[config.mk]
export PLATFORM = sky130hd
export DESIGN_NAME = pit_timer_top
export DESIGN_NICKNAME = d
export VERILOG_FILES = /design/src/pit_pkg.sv /design/src/pit_timer_top.sv /design/src/pit_sync.sv /design/src/pit_prescaler.sv
export SDC_FILE = /design/constraint.sdc
export NUM_CORES = 1
export LEC_CHECK = 0
export CAP_MARGIN = 20
export CORE_MARGIN = 5
export CORE_UTILIZATION = 40
export CTS_BUF_LIST = sky130_fd_sc_hd__clkbuf_8
export CTS_CLUSTER_DIAMETER = 120
export DETAILED_ROUTE_END_ITERATION = 8
export DONT_BUFFER_PORTS = 1
export SYNTH_ARGS = -nofsm -noshare
export SYNTH_HDL_FRONTEND = slang
export SYNTH_HIERARCHICAL = 1
export SYNTH_SLANG_ARGS = --single-unit
[constraint.sdc]
create_clock -name clk -period 4.1 [get_ports clk]
set_clock_uncertainty 0.2 [all_clocks]
set_input_delay 1.23 -clock clk [delete_from_list [all_inputs] [get_ports clk]]
set_output_delay 1.23 -clock clk [all_outputs]
set_load 0.02 [all_outputs]
[src/pit_pkg.sv]
package pit_pkg;

  // timer population: timers 2..5, index 0..3 inside this block
  localparam int          NUM_TIMERS   = 4;
  localparam int          CNT_W        = 16;

  // control register field positions
  localparam int          CTL_ON_BIT   = 15;
  localparam int          CTL_STOP_IN_IDLE_BIT = 13;
  localparam int          CTL_GATE_BIT = 7;
  localparam int          CTL_PS_LSB   = 4;
  localparam int          CTL_PAIR_BIT = 3;
  localparam int          CTL_CS_BIT   = 1;
  localparam logic [31:0] CTL_MASK_EVEN = 32'h0000_a0fa;
  localparam logic [31:0] CTL_MASK_ODD  = 32'h0000_a0f2;
  localparam logic [31:0] CTL_RESET     = 32'h0000_0000;
  localparam logic [15:0] CNT_RESET     = 16'h0000;
  localparam logic [15:0] PER_RESET     = 16'hffff;

  // register map: per timer a 16-byte stride, shared registers above
  localparam logic [7:0] OFS_CTL      = 8'h00;
  localparam logic [7:0] OFS_CNT      = 8'h04;
  localparam logic [7:0] OFS_PER      = 8'h08;
  localparam logic [7:0] OFS_IRQ_STAT = 8'h40;
  localparam logic [7:0] OFS_IRQ_EN   = 8'h44;
  localparam logic [7:0] OFS_IRQ_CLR  = 8'h48;

  // prescale step: divide ratio minus one for each select code
  function automatic logic [7:0] pit_ps_limit(input logic [2:0] sel);
    case (sel)
      3'h0:    pit_ps_limit = 8'h00;
      3'h1:    pit_ps_limit = 8'h01;
      3'h2:    pit_ps_limit = 8'h03;
      3'h3:    pit_ps_limit = 8'h07;
      3'h4:    pit_ps_limit = 8'h0f;
      3'h5:    pit_ps_limit = 8'h1f;
      3'h6:    pit_ps_limit = 8'h3f;
      default: pit_ps_limit = 8'hff;
    endcase
  endfunction : pit_ps_limit

endpackage : pit_pkg

[src/pit_timer_top.sv]
`timescale 1ns/10ps
`default_nettype none

module pit_timer_top
  import pit_pkg::*;
(
  // clock and reset
  input  wire  logic                  clk,
  input  wire  logic                  nrst,
  // apb slave
  input  wire  logic                  psel,
  input  wire  logic                  penable,
  input  wire  logic                  pwrite,
  input  wire  logic [7:0]            paddr,
  input  wire  logic [31:0]           pwdata,
  output logic [31:0]                 prdata,
  output logic                        pready,
  output logic                        pslverr,
  // device state and pins
  input  wire  logic                  idle_mode,
  input  wire  logic [NUM_TIMERS-1:0] external_timer_clock_pin,
  input  wire  logic [NUM_TIMERS-1:0] gate_pin,
  // interrupt
  output logic                        irq
);

  ////////////////////////////////////////////////////////////////////////
  // bus decode; zero wait state, every access completes in its access
  // phase
  wire       acc   = psel && penable;
  wire       wr    = acc && pwrite;
  wire [1:0] tsel  = paddr[5:4];
  wire       in_t  = (paddr[7:6] == 2'b00) && (paddr[1:0] == 2'b00);
  wire [7:0] roff  = {4'h0, paddr[3:0]};
  wire       hit_ctl = in_t && (roff == OFS_CTL);
  wire       hit_cnt = in_t && (roff == OFS_CNT);
  wire       hit_per = in_t && (roff == OFS_PER);
  wire       hit_st  = (paddr == OFS_IRQ_STAT);
  wire       hit_en  = (paddr == OFS_IRQ_EN);
  wire       hit_clr = (paddr == OFS_IRQ_CLR);
  wire       mapped  = hit_ctl || hit_cnt || hit_per || hit_st ||
                       hit_en || hit_clr;

  assign pready  = 1'b1;
  assign pslverr = acc && !mapped;

  ////////////////////////////////////////////////////////////////////////
  // registers
  logic [31:0]           ctl_r  [NUM_TIMERS];
  logic [15:0]           cnt_r  [NUM_TIMERS];
  logic [15:0]           per_r  [NUM_TIMERS];
  logic [15:0]           cnt_nxt[NUM_TIMERS];
  logic [NUM_TIMERS-1:0] stat_r;
  logic [NUM_TIMERS-1:0] en_r;
  logic [NUM_TIMERS-1:0] ev;
  logic [NUM_TIMERS-1:0] ext_s;
  logic [NUM_TIMERS-1:0] gate_s;
  logic [NUM_TIMERS-1:0] ext_d_r;
  logic [NUM_TIMERS-1:0] gate_d_r;
  logic [NUM_TIMERS-1:0] ps_tick;
  logic [NUM_TIMERS-1:0] run;

  // two-flop synchronisers for the clock and gate pins
  genvar g;
  generate
    for (g = 0; g < NUM_TIMERS; g++)
    begin : g_pin
      pit_sync u_ext (.clk(clk), .nrst(nrst),
                      .din(external_timer_clock_pin[g]),
                      .dout(ext_s[g]));
      pit_sync u_gate (.clk(clk), .nrst(nrst),
                       .din(gate_pin[g]), .dout(gate_s[g]));
    end
  endgenerate

  // edge history of synchronised pins
  always_ff @(posedge clk or negedge nrst)
  begin
    if (!nrst)
    begin
      ext_d_r  <= '0;
      gate_d_r <= '0;
    end
    else
    begin
      ext_d_r  <= ext_s;
      gate_d_r <= gate_s;
    end
  end

  ////////////////////////////////////////////////////////////////////////
  // effective settings: an odd timer in a pair borrows its even
  // partner's enable, gate, prescale and source
  logic [NUM_TIMERS-1:0] pair;
  logic [NUM_TIMERS-1:0] on_e;
  logic [NUM_TIMERS-1:0] cs_e;
  logic [NUM_TIMERS-1:0] gate_e;
  logic [NUM_TIMERS-1:0] src;
  logic [2:0]            ps_e[NUM_TIMERS];

  generate
    for (g = 0; g < NUM_TIMERS; g++)
    begin : g_cfg
      localparam int M = g & ~1;   // even member of the pair
      // pairs are timer 2/3 and 4/5, i.e. index 0/1 and 2/3
      assign pair[g]  = ctl_r[M][CTL_PAIR_BIT];
      assign on_e[g]  = ctl_r[(pair[g]) ? M : g][CTL_ON_BIT];
      assign cs_e[g]  = ctl_r[(pair[g]) ? M : g][CTL_CS_BIT];
      assign ps_e[g]  = ctl_r[(pair[g]) ? M : g][6:4];
      assign gate_e[g] = ctl_r[(pair[g]) ? M : g][CTL_GATE_BIT]
                         && !cs_e[g];
      // a pair halts in idle when either half has stop-in-idle set, so
      // software must clear both to keep the 32-bit timer running
      wire idle_stop = pair[g] ? (ctl_r[M][CTL_STOP_IN_IDLE_BIT] ||
                                  ctl_r[M+1][CTL_STOP_IN_IDLE_BIT])
                               : ctl_r[g][CTL_STOP_IN_IDLE_BIT];
      assign run[g] = on_e[g] && !(idle_mode && idle_stop);
      // pins follow the settings: own pins alone, even's pins in a pair
      wire ext_rise = pair[g] ? (ext_s[M] && !ext_d_r[M])
                              : (ext_s[g] && !ext_d_r[g]);
      wire gate_lvl = pair[g] ? gate_s[M] : gate_s[g];
      // source edge: peripheral clock every cycle the gate allows (gate high, or gating off), or a pin rise
      assign src[g] = cs_e[g] ? ext_rise
                              : (!gate_e[g] || gate_lvl);
      pit_prescaler u_ps (.clk(clk), .nrst(nrst), .clr(!run[g]),
                          .src_tick(run[g] && src[g]),
                          .sel(ps_e[g]), .tick(ps_tick[g]));
    end
  endgenerate

  ////////////////////////////////////////////////////////////////////////
  // counting: 16-bit by default, 32-bit when paired, high half in odd
  always_comb
  begin
    for (int i = 0; i < NUM_TIMERS; i++)
    begin
      cnt_nxt[i]  = cnt_r[i];
      ev[i]       = 1'b0;
    end
    for (int i = 0; i < NUM_TIMERS; i += 2)
    begin
      if (pair[i])
      begin
        // even timer's prescaler drives the whole 32-bit count
        if (ps_tick[i])
        begin
          if ({cnt_r[i+1], cnt_r[i]} == {per_r[i+1], per_r[i]})
          begin
            cnt_nxt[i]   = CNT_RESET;
            cnt_nxt[i+1] = CNT_RESET;
            ev[i+1]      = 1'b1;
          end
          else
          begin
            {cnt_nxt[i+1], cnt_nxt[i]} =
              {cnt_r[i+1], cnt_r[i]} + 32'h0000_0001;
          end
        end
        if (gate_e[i] && gate_d_r[i] && !gate_s[i] && run[i])
          ev[i+1] = 1'b1;
      end
      else
      begin
        for (int k = i; k < i + 2; k++)
        begin
          // independent 16-bit timers
          if (ps_tick[k])
          begin
            if (cnt_r[k] == per_r[k])
            begin
              cnt_nxt[k] = CNT_RESET;
              ev[k]      = 1'b1;
            end
            else
              cnt_nxt[k] = cnt_r[k] + 16'h0001;
          end
          if (gate_e[k] && gate_d_r[k] && !gate_s[k] && run[k])
            ev[k] = 1'b1;
        end
      end
    end
  end

  ////////////////////////////////////////////////////////////////////////
  // register writes; the write mask drops unimplemented bits
  always_ff @(posedge clk or negedge nrst)
  begin
    if (!nrst)
    begin
      for (int i = 0; i < NUM_TIMERS; i++)
      begin
        ctl_r[i] <= CTL_RESET;
        cnt_r[i] <= CNT_RESET;
        per_r[i] <= PER_RESET;
      end
    end
    else
    begin
      for (int i = 0; i < NUM_TIMERS; i++)
      begin
        cnt_r[i] <= cnt_nxt[i];
        if (wr && hit_ctl && tsel == i[1:0])
          ctl_r[i] <= pwdata & ((i % 2 == 0) ? CTL_MASK_EVEN
                                             : CTL_MASK_ODD);
        if (wr && hit_cnt && tsel == i[1:0])
          cnt_r[i] <= pwdata[15:0];   // software write beats the tick
        if (wr && hit_per && tsel == i[1:0])
          per_r[i] <= pwdata[15:0];
      end
    end
  end

  // interrupt status: set wins over a clear in the same cycle
  wire [NUM_TIMERS-1:0] clr_bits = (wr && hit_clr) ?
                                   pwdata[NUM_TIMERS-1:0] : '0;
  always_ff @(posedge clk or negedge nrst)
  begin
    if (!nrst)
    begin
      stat_r <= '0;
      en_r   <= '0;
    end
    else
    begin
      stat_r <= (stat_r & ~clr_bits) | ev;
      if (wr && hit_en)
        en_r <= pwdata[NUM_TIMERS-1:0];
    end
  end

  assign irq = |(stat_r & en_r);

  ////////////////////////////////////////////////////////////////////////
  // read mux; gate bit reads zero while the external source is chosen
  wire [31:0] ctl_rd = ctl_r[tsel] &
                       ~(ctl_r[tsel][CTL_CS_BIT] ? 32'h0000_0080
                                                 : 32'h0000_0000);
  wire [31:0] rd_mux =
      hit_ctl ? ctl_rd :
      hit_cnt ? {16'h0000, cnt_r[tsel]} :
      hit_per ? {16'h0000, per_r[tsel]} :
      hit_st  ? {28'h0000000, stat_r} :
      hit_en  ? {28'h0000000, en_r} : 32'h0000_0000;

  assign prdata = (acc && !pwrite) ? rd_mux : 32'h0000_0000;

  ////////////////////////////////////////////////////////////////////////
  // checks
  wrap_flag_a: assert property (@(posedge clk) disable iff (!nrst)
    (!pair[0] && ps_tick[0] && cnt_r[0] == per_r[0] &&
     !(wr && hit_cnt && tsel == 2'd0))
    |=> (cnt_r[0] == 16'h0000) && stat_r[0])
    else $error("timer 0 did not wrap and flag at period");
  off_hold_a: assert property (@(posedge clk) disable iff (!nrst)
    (!on_e[0] && !(wr && hit_cnt)) |=> $stable(cnt_r[0]))
    else $error("disabled timer 0 changed its count");
  idle_hold_a: assert property (@(posedge clk) disable iff (!nrst)
    (idle_mode && ctl_r[0][CTL_STOP_IN_IDLE_BIT]) |-> !ps_tick[0])
    else $error("timer 0 ticked in idle with stop-in-idle set");
  gate_read_a: assert property (@(posedge clk) disable iff (!nrst)
    (acc && !pwrite && hit_ctl && ctl_r[tsel][CTL_CS_BIT])
    |-> !prdata[CTL_GATE_BIT])
    else $error("gate bit read as one with external clock");
  odd_pair_a: assert property (@(posedge clk) disable iff (!nrst)
    ctl_r[1][CTL_PAIR_BIT] == 1'b0 && ctl_r[3][CTL_PAIR_BIT] == 1'b0)
    else $error("pairing bit stored in an odd timer");
  unimpl_zero_a: assert property (@(posedge clk) disable iff (!nrst)
    (ctl_r[0] & ~CTL_MASK_EVEN) == 32'h0000_0000)
    else $error("unimplemented control bit stored");
  pair_carry_a: assert property (@(posedge clk) disable iff (!nrst)
    (pair[0] && ps_tick[0] && cnt_r[0] == 16'hffff &&
     {cnt_r[1], cnt_r[0]} != {per_r[1], per_r[0]} && !(wr && hit_cnt))
    |=> cnt_r[1] == $past(cnt_r[1]) + 16'h0001)
    else $error("paired timer missed carry into odd half");
  gate_fall_a: assert property (@(posedge clk) disable iff (!nrst)
    (!pair[0] && gate_e[0] && run[0] && gate_d_r[0] && !gate_s[0])
    |=> stat_r[0])
    else $error("gate falling edge did not flag timer 0");
  irq_level_a: assert property (@(posedge clk) disable iff (!nrst)
    (ev[0] && en_r[0] && !(wr && hit_en)) |=> irq)
    else $error("enabled timer 0 event did not raise the interrupt");

endmodule : pit_timer_top

`default_nettype wire

[src/pit_sync.sv]
`timescale 1ns/10ps
`default_nettype none

module pit_sync
  import pit_pkg::*;
(
  // clock and reset
  input  wire  logic clk,
  input  wire  logic nrst,
  // asynchronous level in, synchronised level out
  input  wire  logic din,
  output logic       dout
);

  logic meta_r;

  // two-stage synchroniser; meta_r feeds only the second stage
  always_ff @(posedge clk or negedge nrst)
  begin
    if (!nrst)
    begin
      meta_r <= 1'b0;
      dout   <= 1'b0;
    end
    else
    begin
      meta_r <= din;
      dout   <= meta_r;
    end
  end

endmodule : pit_sync

`default_nettype wire

[src/pit_prescaler.sv]
`timescale 1ns/10ps
`default_nettype none

module pit_prescaler
  import pit_pkg::*;
(
  // clock and reset
  input  wire  logic       clk,
  input  wire  logic       nrst,
  // control
  input  wire  logic       clr,
  input  wire  logic       src_tick,
  input  wire  logic [2:0] sel,
  // output one-cycle enable
  output logic             tick
);

  logic [7:0] div_r;
  wire  [7:0] limit = pit_ps_limit(sel);
  wire        wrap  = src_tick && (div_r >= limit);

  assign tick = wrap;

  // divider restarts when the timer stops so the first tick is a full one
  always_ff @(posedge clk or negedge nrst)
  begin
    if (!nrst)
      div_r <= 8'h00;
    else if (clr || wrap)
      div_r <= 8'h00;
    else if (src_tick)
      div_r <= div_r + 8'h01;
  end

endmodule : pit_prescaler

`default_nettype wire

# After elaboration in Yosys (flattened, before gate mapping)
# Cells that the tools add are included.
# word_totals
regBits	222
output_inout_bits	35
word_cells	312
input_bits	54
# op_classes
add_sub_neg	10
reduce_logical	121
n_eq_ne	40
magnitude_cmp	7
bitwise	9
muxes	89
# ops
op	count
$mux W16	22
$mux W32	10
$pmux W8 S7	4
$bmux W32 S2	3
$mux W8	9
$add A16 B1 Y16 const B	4
$add A32 B1 Y32 const B	2
$bmux W16 S2	2
$eq A16 B16 Y1	4
$eq A32 B32 Y1	2
$ge A32 B3 Y1 const B	2
$logic_and A1 B1 Y1	61
$eq A3 B3 Y1 const B	12
$mux W1	36
$add A8 B1 Y8 const B	4
$and A32 B32 Y32	1
$ge A8 B8 Y1	4
$not A1 Y32	1
$not A2 Y32	1
$not A8 Y32	1
$logic_not A1 Y1	26
$eq A3 B2 Y1 const B	8
$eq A8 B7 Y1 const B	3
$logic_or A1 B1 Y1	15
19 further kinds	39

# Longest topological paths before layout
# Gate-level depths: netlist of run 1.
# logic_depth
ltp_word	16
mapped_depth	17
mapped_depth_nobuf	14

# By module
# The synthesis of run 1 kept the hierarchy.
# by_module_without_submodules
module	n_inst	area_each_um2	seq_area_each_um2	cells_per_inst
pit_timer_top	1	11957.7	4434.3	1225
pit_prescaler	4	635.6	200.2	67
pit_sync	8	50.0	50.0	2

# Worst setup path after synthesis of run 1
# No wires, ideal clock.
# synth_path
path_type	input port to output port
start	in paddr[1]
end	out prdata[1]
required_ns	2.670
setup_slack_ns	-0.207
arrival_ns	2.877
cell_stages	8
path_cell_list	nor3_1 > and2_1 > buf_2 > clkbuf_1 > a22oi_1 > o21ai_0 > a31oi_1 > nor3_1
# synth_via
elab_chain_len	7
word_cells_on_any_way	16
classes_between	eq/ne (4); mux (6); reduce/logical (6)
# synth_rtl
element	line	source
start: declaration	pit_timer_top.sv:14	input wire logic [7:0] paddr,
$eq A8 B7 Y1 or $logic_not A2 Y1 (tied branches)	pit_timer_top.sv:39, pit_timer_top.sv:33	
$mux W4 or $logic_and A1 B1 Y1 (tied branches)	pit_timer_top.sv:243, pit_timer_top.sv:33	
$mux W4 or $logic_and A1 B1 Y1 (tied branches)	pit_timer_top.sv:242, pit_timer_top.sv:37	
$mux W16	pit_timer_top.sv:241	hit_per ? {16'h0000, per_r[tsel]} :
$mux W16	pit_timer_top.sv:240	hit_cnt ? {16'h0000, cnt_r[tsel]} :
$mux W32 (*)	pit_timer_top.sv:239	hit_ctl ? ctl_rd :
$mux W32 (*)	pit_timer_top.sv:245	assign prdata = (acc && !pwrite) ? rd_mux : 32'h0000_0000;
end: declaration	pit_timer_top.sv:16	output logic [31:0] prdata,
# Mark *: on every way between the ends. The rest lies on a longest branch, timed or not.

# Worst setup path in the final report of run 1
# layout_path
start	in paddr[3]
end	out prdata[0]
# layout_via
elab_chain_len	7
word_cells_on_any_way	14
classes_between	eq/ne (4); mux (6); reduce/logical (4)
# layout_rtl
element	line	source
$eq A8 B7 Y1	pit_timer_top.sv:39	wire hit_en = (paddr == OFS_IRQ_EN);
$mux W4	pit_timer_top.sv:243	hit_en ? {28'h0000000, en_r} : 32'h0000_0000;
$mux W4	pit_timer_top.sv:242	hit_st ? {28'h0000000, stat_r} :
$mux W16	pit_timer_top.sv:241	
$mux W16	pit_timer_top.sv:240	
$mux W32 (*)	pit_timer_top.sv:239	
$mux W32 (*)	pit_timer_top.sv:245	
# Marks and branches as above.

==> results of run 1 <==
-- flip-flops by register name, summed over array words and instances, names as in the netlist --
signal and count:
stat_r 4, gate_d_r 4, en_r 4, g_pin.u_ext/meta_r 4, ctl_r 30, g_cfg.u_ps/div_r 32, g_pin.u_gate/dout 4, g_pin.u_ext/dout 4
g_pin.u_gate/meta_r 4, per_r 64, ext_d_r 4, cnt_r 64
-- cell type report --
cell class,instances,area (um^2)
fillers,3445,20300
well taps,468,586
multi-input cells,1151,8670
clock inverters,26,141
repair buffers,73,581
flip-flops and latches,222,5640
clock buffers,50,688
inverters,28,105
-- logic make-up (layout without fill, tap and decap cells) --
| logic type | after synthesis | after routing | share of synthesized area, % |
|---|---|---|---|
| AOI/OAI and AO/OA | 313 | 313 | 14.5 |
| and+or+nand+nor | 517 | 517 | 17.9 |
| other | 2 | 17 | 0.0504 |
| adders and majority gates | 40 | 40 | 3.36 |
| buffers and inverters | 151 | 177 | 5.17 |
| xor gates and xnor gates | 99 | 99 | 5.82 |
| DFF | 222 | 222 | 37.8 |
| muxes | 165 | 165 | 15.3 |
-- report_power, final --
| group | total, W | leakage (nW) | switching, W | internal, W |
|---|---|---|---|---|
| registers | 0.00247 | 2.69 | 0.000183 | 0.00229 |
| clock network | 0.00218 | 0.495 | 0.00101 | 0.00117 |
| logic | 0.000547 | 3.27 | 0.000294 | 0.000253 |
-- layer usage --
| layer | share of wire (%) | global-route usage [%] | wire length [um] | vias up |
|---|---|---|---|---|
| met5 | 0 | 0 | 0 | - |
| met4 | 3.2 | 7.69 | 1470 | 0 |
| met3 | 6.2 | 3.11 | 2850 | 99 |
| met2 | 47 | 36.0 | 21800 | 480 |
| met1 | 43 | 29.6 | 19800 | 6107 |
| li1 | - | - | - | 5590 |
-- through the flow --
step	hold slack (ps)	utilization (%)	total power [W]	TNS [ps]
floorplan	131	-	0.00295	-100
finish	143	44.7	0.00520	0
CTS	113	44.7	0.00525	-11.7
detailed placement	137	42.4	0.00304	-255
global placement	133	42.4	0.00303	-221
global route	125	44.7	0.00543	0
-- cell usage in the layout, fill, tap and decap left out, drive strengths merged, types with 18 or more instances in the layout --
| cell | netlist | routed |
|---|---|---|
| nand3 | 42 | 42 |
| a21oi | 71 | 71 |
| buf | 54 | 73 |
| xnor2 | 82 | 82 |
| o21ai | 69 | 69 |
| nand2 | 119 | 119 |
| nor2 | 144 | 144 |
| nor4 | 24 | 24 |
| a31oi | 18 | 18 |
| dfstp | 64 | 64 |
| ha | 40 | 40 |
| mux2 | 113 | 113 |
| clkbuf | 68 | 50 |
| nand4 | 41 | 41 |
| dfrtp | 158 | 158 |
| and3 | 33 | 33 |
| a22oi | 21 | 21 |
| inv | 28 | 47 |
| nor3 | 36 | 36 |
| mux4 | 39 | 39 |
-- synth_stat cells, drive strengths merged (6+ instances only) --
cell type  instances
mux2i             13
or3               14
clkbuf            68
nand4b             8
a21oi             71
and2              17
nand3             42
nand2b             8
nand4             41
xnor2             82
nor2b              7
o41ai              6
xor2              17
a2bb2oi            8
o31ai             12
a22oi             21
and4               8
nor3              36
inv               28
a2111oi            6
a22o              11
and3              33
nand2            119
a311oi             7
nor2             144
mux2             113
a221oi            12
o21a               6
o211ai            10
o2111ai            9
nor4              24
buf               54
a21o               9
o21ai             69
dfrtp            158
dfstp             64
a211oi            14
a31oi             18
mux4              39
ha                40
-- path summary, 6_finish.rpt --
path                       depth (start not counted)  slack (ps)                        endpoint                              from
min in group clk                                   0         150  g_pin[0].u_gate/dout$_DFF_PN0_  g_pin[0].u_gate/meta_r$_DFF_PN0_
max reg2reg                                       12         250           cnt_r[42]$_DFFE_PN0P_             ctl_r[99]$_DFFE_PN0P_
max in group asynchronous                          0        3020           cnt_r[46]$_DFFE_PN0P_                              nrst
min reg2reg                                        0         150  g_pin[0].u_gate/dout$_DFF_PN0_  g_pin[0].u_gate/meta_r$_DFF_PN0_
min                                                0         140            ctl_r[4]$_DFFE_PN0P_                              nrst
max                                                7          50                       prdata[0]                          paddr[3]
-- what timing repair did --
item,4_1_cts,5_1_grt
gates resized for setup,7,3
pin swaps,3,2
gates cloned,0,0
endpoints found under the setup margin,5,5
==> impl_metrics.yaml, run 1 <==
route:
  drc: 0
  vias_per_cell: 6.08
  vias: 12276
  wl_mm: 46.0
  drtAntennaViolNets: 0
  routedWlPerCell_um: 22.8
  drtPass1Iterations: 6
  drt_iter0_drc: 1047
sta:
  layout_setup_ws_ps: 46.1
  fmax_ghz: 0.247
  finalHoldViolations: 0
  grt_setup_unrepaired: "false"
  fin_crit_ps: 4050
  finalCritPeriodShare_pct: 98.9
  final-setup-viol-count: 0
  slew_headroom_pct: 47.8
  worst_pin_slew_ps: 781
  report.final.slew_viol_count: 0
critical_path:
  worstPathCellList: "nor4b_2 > buf_4 > and2_1 > buf_4 > a222oi_1 > nor2_2 > buf_6"
  critPathSlowestCell: "a222oi_1"
  cp_top_family: "buffers and inverters"
  cp-end-kind: "output pin"
  cp.required_ps: 2670
  start_kind: "input pin"
  crit_type: "input pin to output pin"
  path_max_fanout: 5
  arrival_ps: 2620
  crit_top_cell: "buf_4"
  slowest_delay_ps: 440
  critPathBufInv: 3
logic_synthesis:
  synth_cells: 1509
  synth-edff-count: 0
  synthTopCellsByArea: "dfrtp_1 (27%), dfstp_2 (11%), mux2_2 (8.5%), mux4_2 (5.7%), xnor2_1 (4.8%)"
  synth-async-reset-ratio_pct: 100
  synth_area_um2: 14900
  ys_ff_latch: 222
  synth_ff_type: "dfrtp_1"
  yosys_warnings: 6
  synth_top_area_share_pct: 26.5
  yosysUniqueCellTypes: 83
  yosys.area.top_type: "dfrtp_1"
  seq_area_frac_synth_pct: 37.8
  syn_avg_cell_area_um2: 9.87
floorplan:
  coreArea_um2: 36700
  die_x_um: 203
  num_io_pins: 89
  initial_utilization_pct: 40.6
  dieArea_um2: 41200
  die_h_um: 203
  rows: 70
placed_design:
  dpl_cell_area_um2: 15500
  dp_worst_setup_slack_ps: -107
  io_buffers: 0
  gp_congestion: 0.915
  dp.final_hpwl_mm: 33.4
  place_inst: 1943
cells_and_area:
  final_nets: 1612
  layout-drive-gt1-share_pct: 26.3
  antenna_cells: 0
  postLayoutCellArea_um2: 16400
  syn_to_final_growth_pct: 10.1
  fin_cells: 2018
cts:
  cts_setup_buffers: 0
  cts_sinks: 222
  path_clk_slew_ps: 70
  clk_path_buf_depth: 3
  root_buffer: "clkbuf_8"
  htree_levels: 2
  hold_buffers: 0
  clk_latency_ps: 590
  numCtsBuffers: 42
  cts_tree: "built"
grt:
  antenna_found_initial: 0
  grtUsageTotal_pct: 21.9
  grt_pass1_vias: 12037
  grt_max_degree: 223
  grt-ovfl-total: 0
  grt_pass1_wl_mm: 71.0
power:
  power_density_nw_per_um2: 317
  power_leakage_nw: 6.46
  ir_drop_uv: 154
worst_hold_path:
  min_path_type: "input pin to async pin"
job:
  max_cap_violations: 0
status:
  status: "complete, no violations"
(Power assumes the default switching activity.)
==> run 2: changes to the inputs <==
- CORE_MARGIN: 5 -> 4
==> impl_metrics.yaml, run 2 (same netlist as run 1, synthesis figures left out) <==
status:
  status: "complete, no violations"
floorplan:
  num_io_pins: 89
  rows: 70
  initial_utilization_pct: 40.6
  die_h_um: 201
  coreArea_um2: 36700
  dieArea_um2: 40400
  die_x_um: 201
route:
  drt_iter0_drc: 1137
  wl_mm: 46.0
  drtAntennaViolNets: 0
  drc: 0
  drtPass1Iterations: 5
  vias: 12284
  routedWlPerCell_um: 22.7
  vias_per_cell: 6.08
cells_and_area:
  syn_to_final_growth_pct: 10.4
  most-common-layout-cells: "dfrtp_1 (157), nor2_1 (132), nand2_1 (119), mux2_2 (112), xnor2_1 (82)"
  top_regs: "cnt_r (64), per_r (64), g_cfg.u_ps/div_r (32)"
  final_nets: 1613
  fill_cells: 3439
  layout-drive-gt1-share_pct: 26.6
  antenna_cells: 0
  postLayoutCellArea_um2: 16400
  final_common_cell: "dfrtp_1"
sta:
  final-setup-viol-count: 0
  slew_headroom_pct: 48.4
  hold_ws_ps: 144
  fin_crit_ps: 4030
  fmax_ghz: 0.248
  grt_setup_unrepaired: "false"
  worst_pin_slew_ps: 771
  finalHoldViolations: 0
  finalCritPeriodShare_pct: 98.4
  report.final.slew_viol_count: 0
cts:
  hold_buffers: 0
  htree_levels: 2
  path_clk_slew_ps: 60
  cts_sinks: 222
  clk_path_buf_depth: 3
  clk_latency_ps: 590
  numCtsBuffers: 43
  root_buffer: "clkbuf_8"
  cts_tree: "built"
grt:
  grt_pass1_vias: 12182
  grt_pass1_wl_mm: 71.9
  grt_max_degree: 223
  grtUsageTotal_pct: 22.3
  antenna_found_initial: 0
  grt-ovfl-total: 0
placed_design:
  gp_congestion: 0.890
  dp.final_hpwl_mm: 33.4
  io_buffers: 0
  dpl_cell_area_um2: 15500
worst_hold_path:
  min_path_type: "flip-flop to flip-flop"
power:
  power_density_nw_per_um2: 321
  pwr-share-comb_pct: 10.4
  p_clk_share_pct: 42.7
  power_leakage_nw: 6.47
  p_int_w: 0.00376
  pwr-share-seq_pct: 46.9
  p_sw_w: 0.00152
  p_total_w: 0.00528
  switching_share_pct: 28.8
  ir_drop_uv: 187
critical_path:
  cp-end-kind: "output pin"
  start_kind: "input pin"
  crit_type: "input pin to output pin"
  cp.required_ps: 2670
  arrival_ps: 2600
  path_max_fanout: 46
job:
  max_cap_violations: 0
[run 2: through the flow]
stage          TNS (ps)  utilization [%]  cells  worst slack, ps
6_report              0             44.8   2022             66.6
3_5_place_dp       -215             42.3   1942            -75.0
5_1_grt               0             44.8   2022             9.14
2_1_floorplan      -100                -   1524            -53.7
4_1_cts               0             44.8   2021             48.7
3_3_place_gp       -251             42.3   1942             -112
[run 2: what timing repair did]
item	CTS	global route
gates resized for setup	8	3
pin swaps	2	1
buffers inserted	0	0
setup endpoints to repair	6	6
[run 2: power by group through the flow]
| stage | clock (W) | sequential (W) | combinational [W] |
|---|---|---|---|
| floorplan | 0 | 0.00239 | 0.000564 |
| global placement | 0 | 0.00250 | 0.000527 |
| CTS | 0.00231 | 0.00247 | 0.000545 |
| detailed placement | 0 | 0.00250 | 0.000542 |
| finish | 0.00225 | 0.00248 | 0.000549 |
| global route | 0.00241 | 0.00249 | 0.000594 |
[run 2: worst paths after layout]
kind,start,to,slack [ps],depth (start not counted)
min,g_pin[0].u_gate/meta_r$_DFF_PN0_,g_pin[0].u_gate/dout$_DFF_PN0_,140,0
max in group asynchronous,nrst,cnt_r[8]$_DFFE_PN0P_,3050,0
max reg2reg,ctl_r[99]$_DFFE_PN0P_,cnt_r[42]$_DFFE_PN0P_,210,12
min reg2reg,g_pin[0].u_gate/meta_r$_DFF_PN0_,g_pin[0].u_gate/dout$_DFF_PN0_,140,0
max,paddr[4],prdata[2],70,5
min in group asynchronous,nrst,g_cfg[2].u_ps/div_r[4]$_DFFE_PN0P_,150,0
[run 2: final cells by class]
type                    instances  area [um^2]  area share (%)
flip-flops and latches        222         5640            34.3
clock buffers                  52          716            4.35
repair buffers                 73          577            3.51
clock inverters                28          150           0.913
inverters                      28          105           0.639
well taps                     468          586            3.56
multi-input cells            1151         8680            52.8
[run 2: per-layer routing]
metal	track usage [%]	up-vias	wire length [um]	part of all wire [%]
met4	8.36	0	1600	3.5
met1	31.1	6169	20300	44
li1	-	5582	-	-
met5	0	-	0	0
met3	2.94	100	2590	5.6
met2	35.6	433	21500	47
[run 2: worst max-delay path, cell delays in order]
cell	delay [ps]
mux4_1	560
a22o_1	190
a222oi_1	320
nor2_2	90
buf_4	170
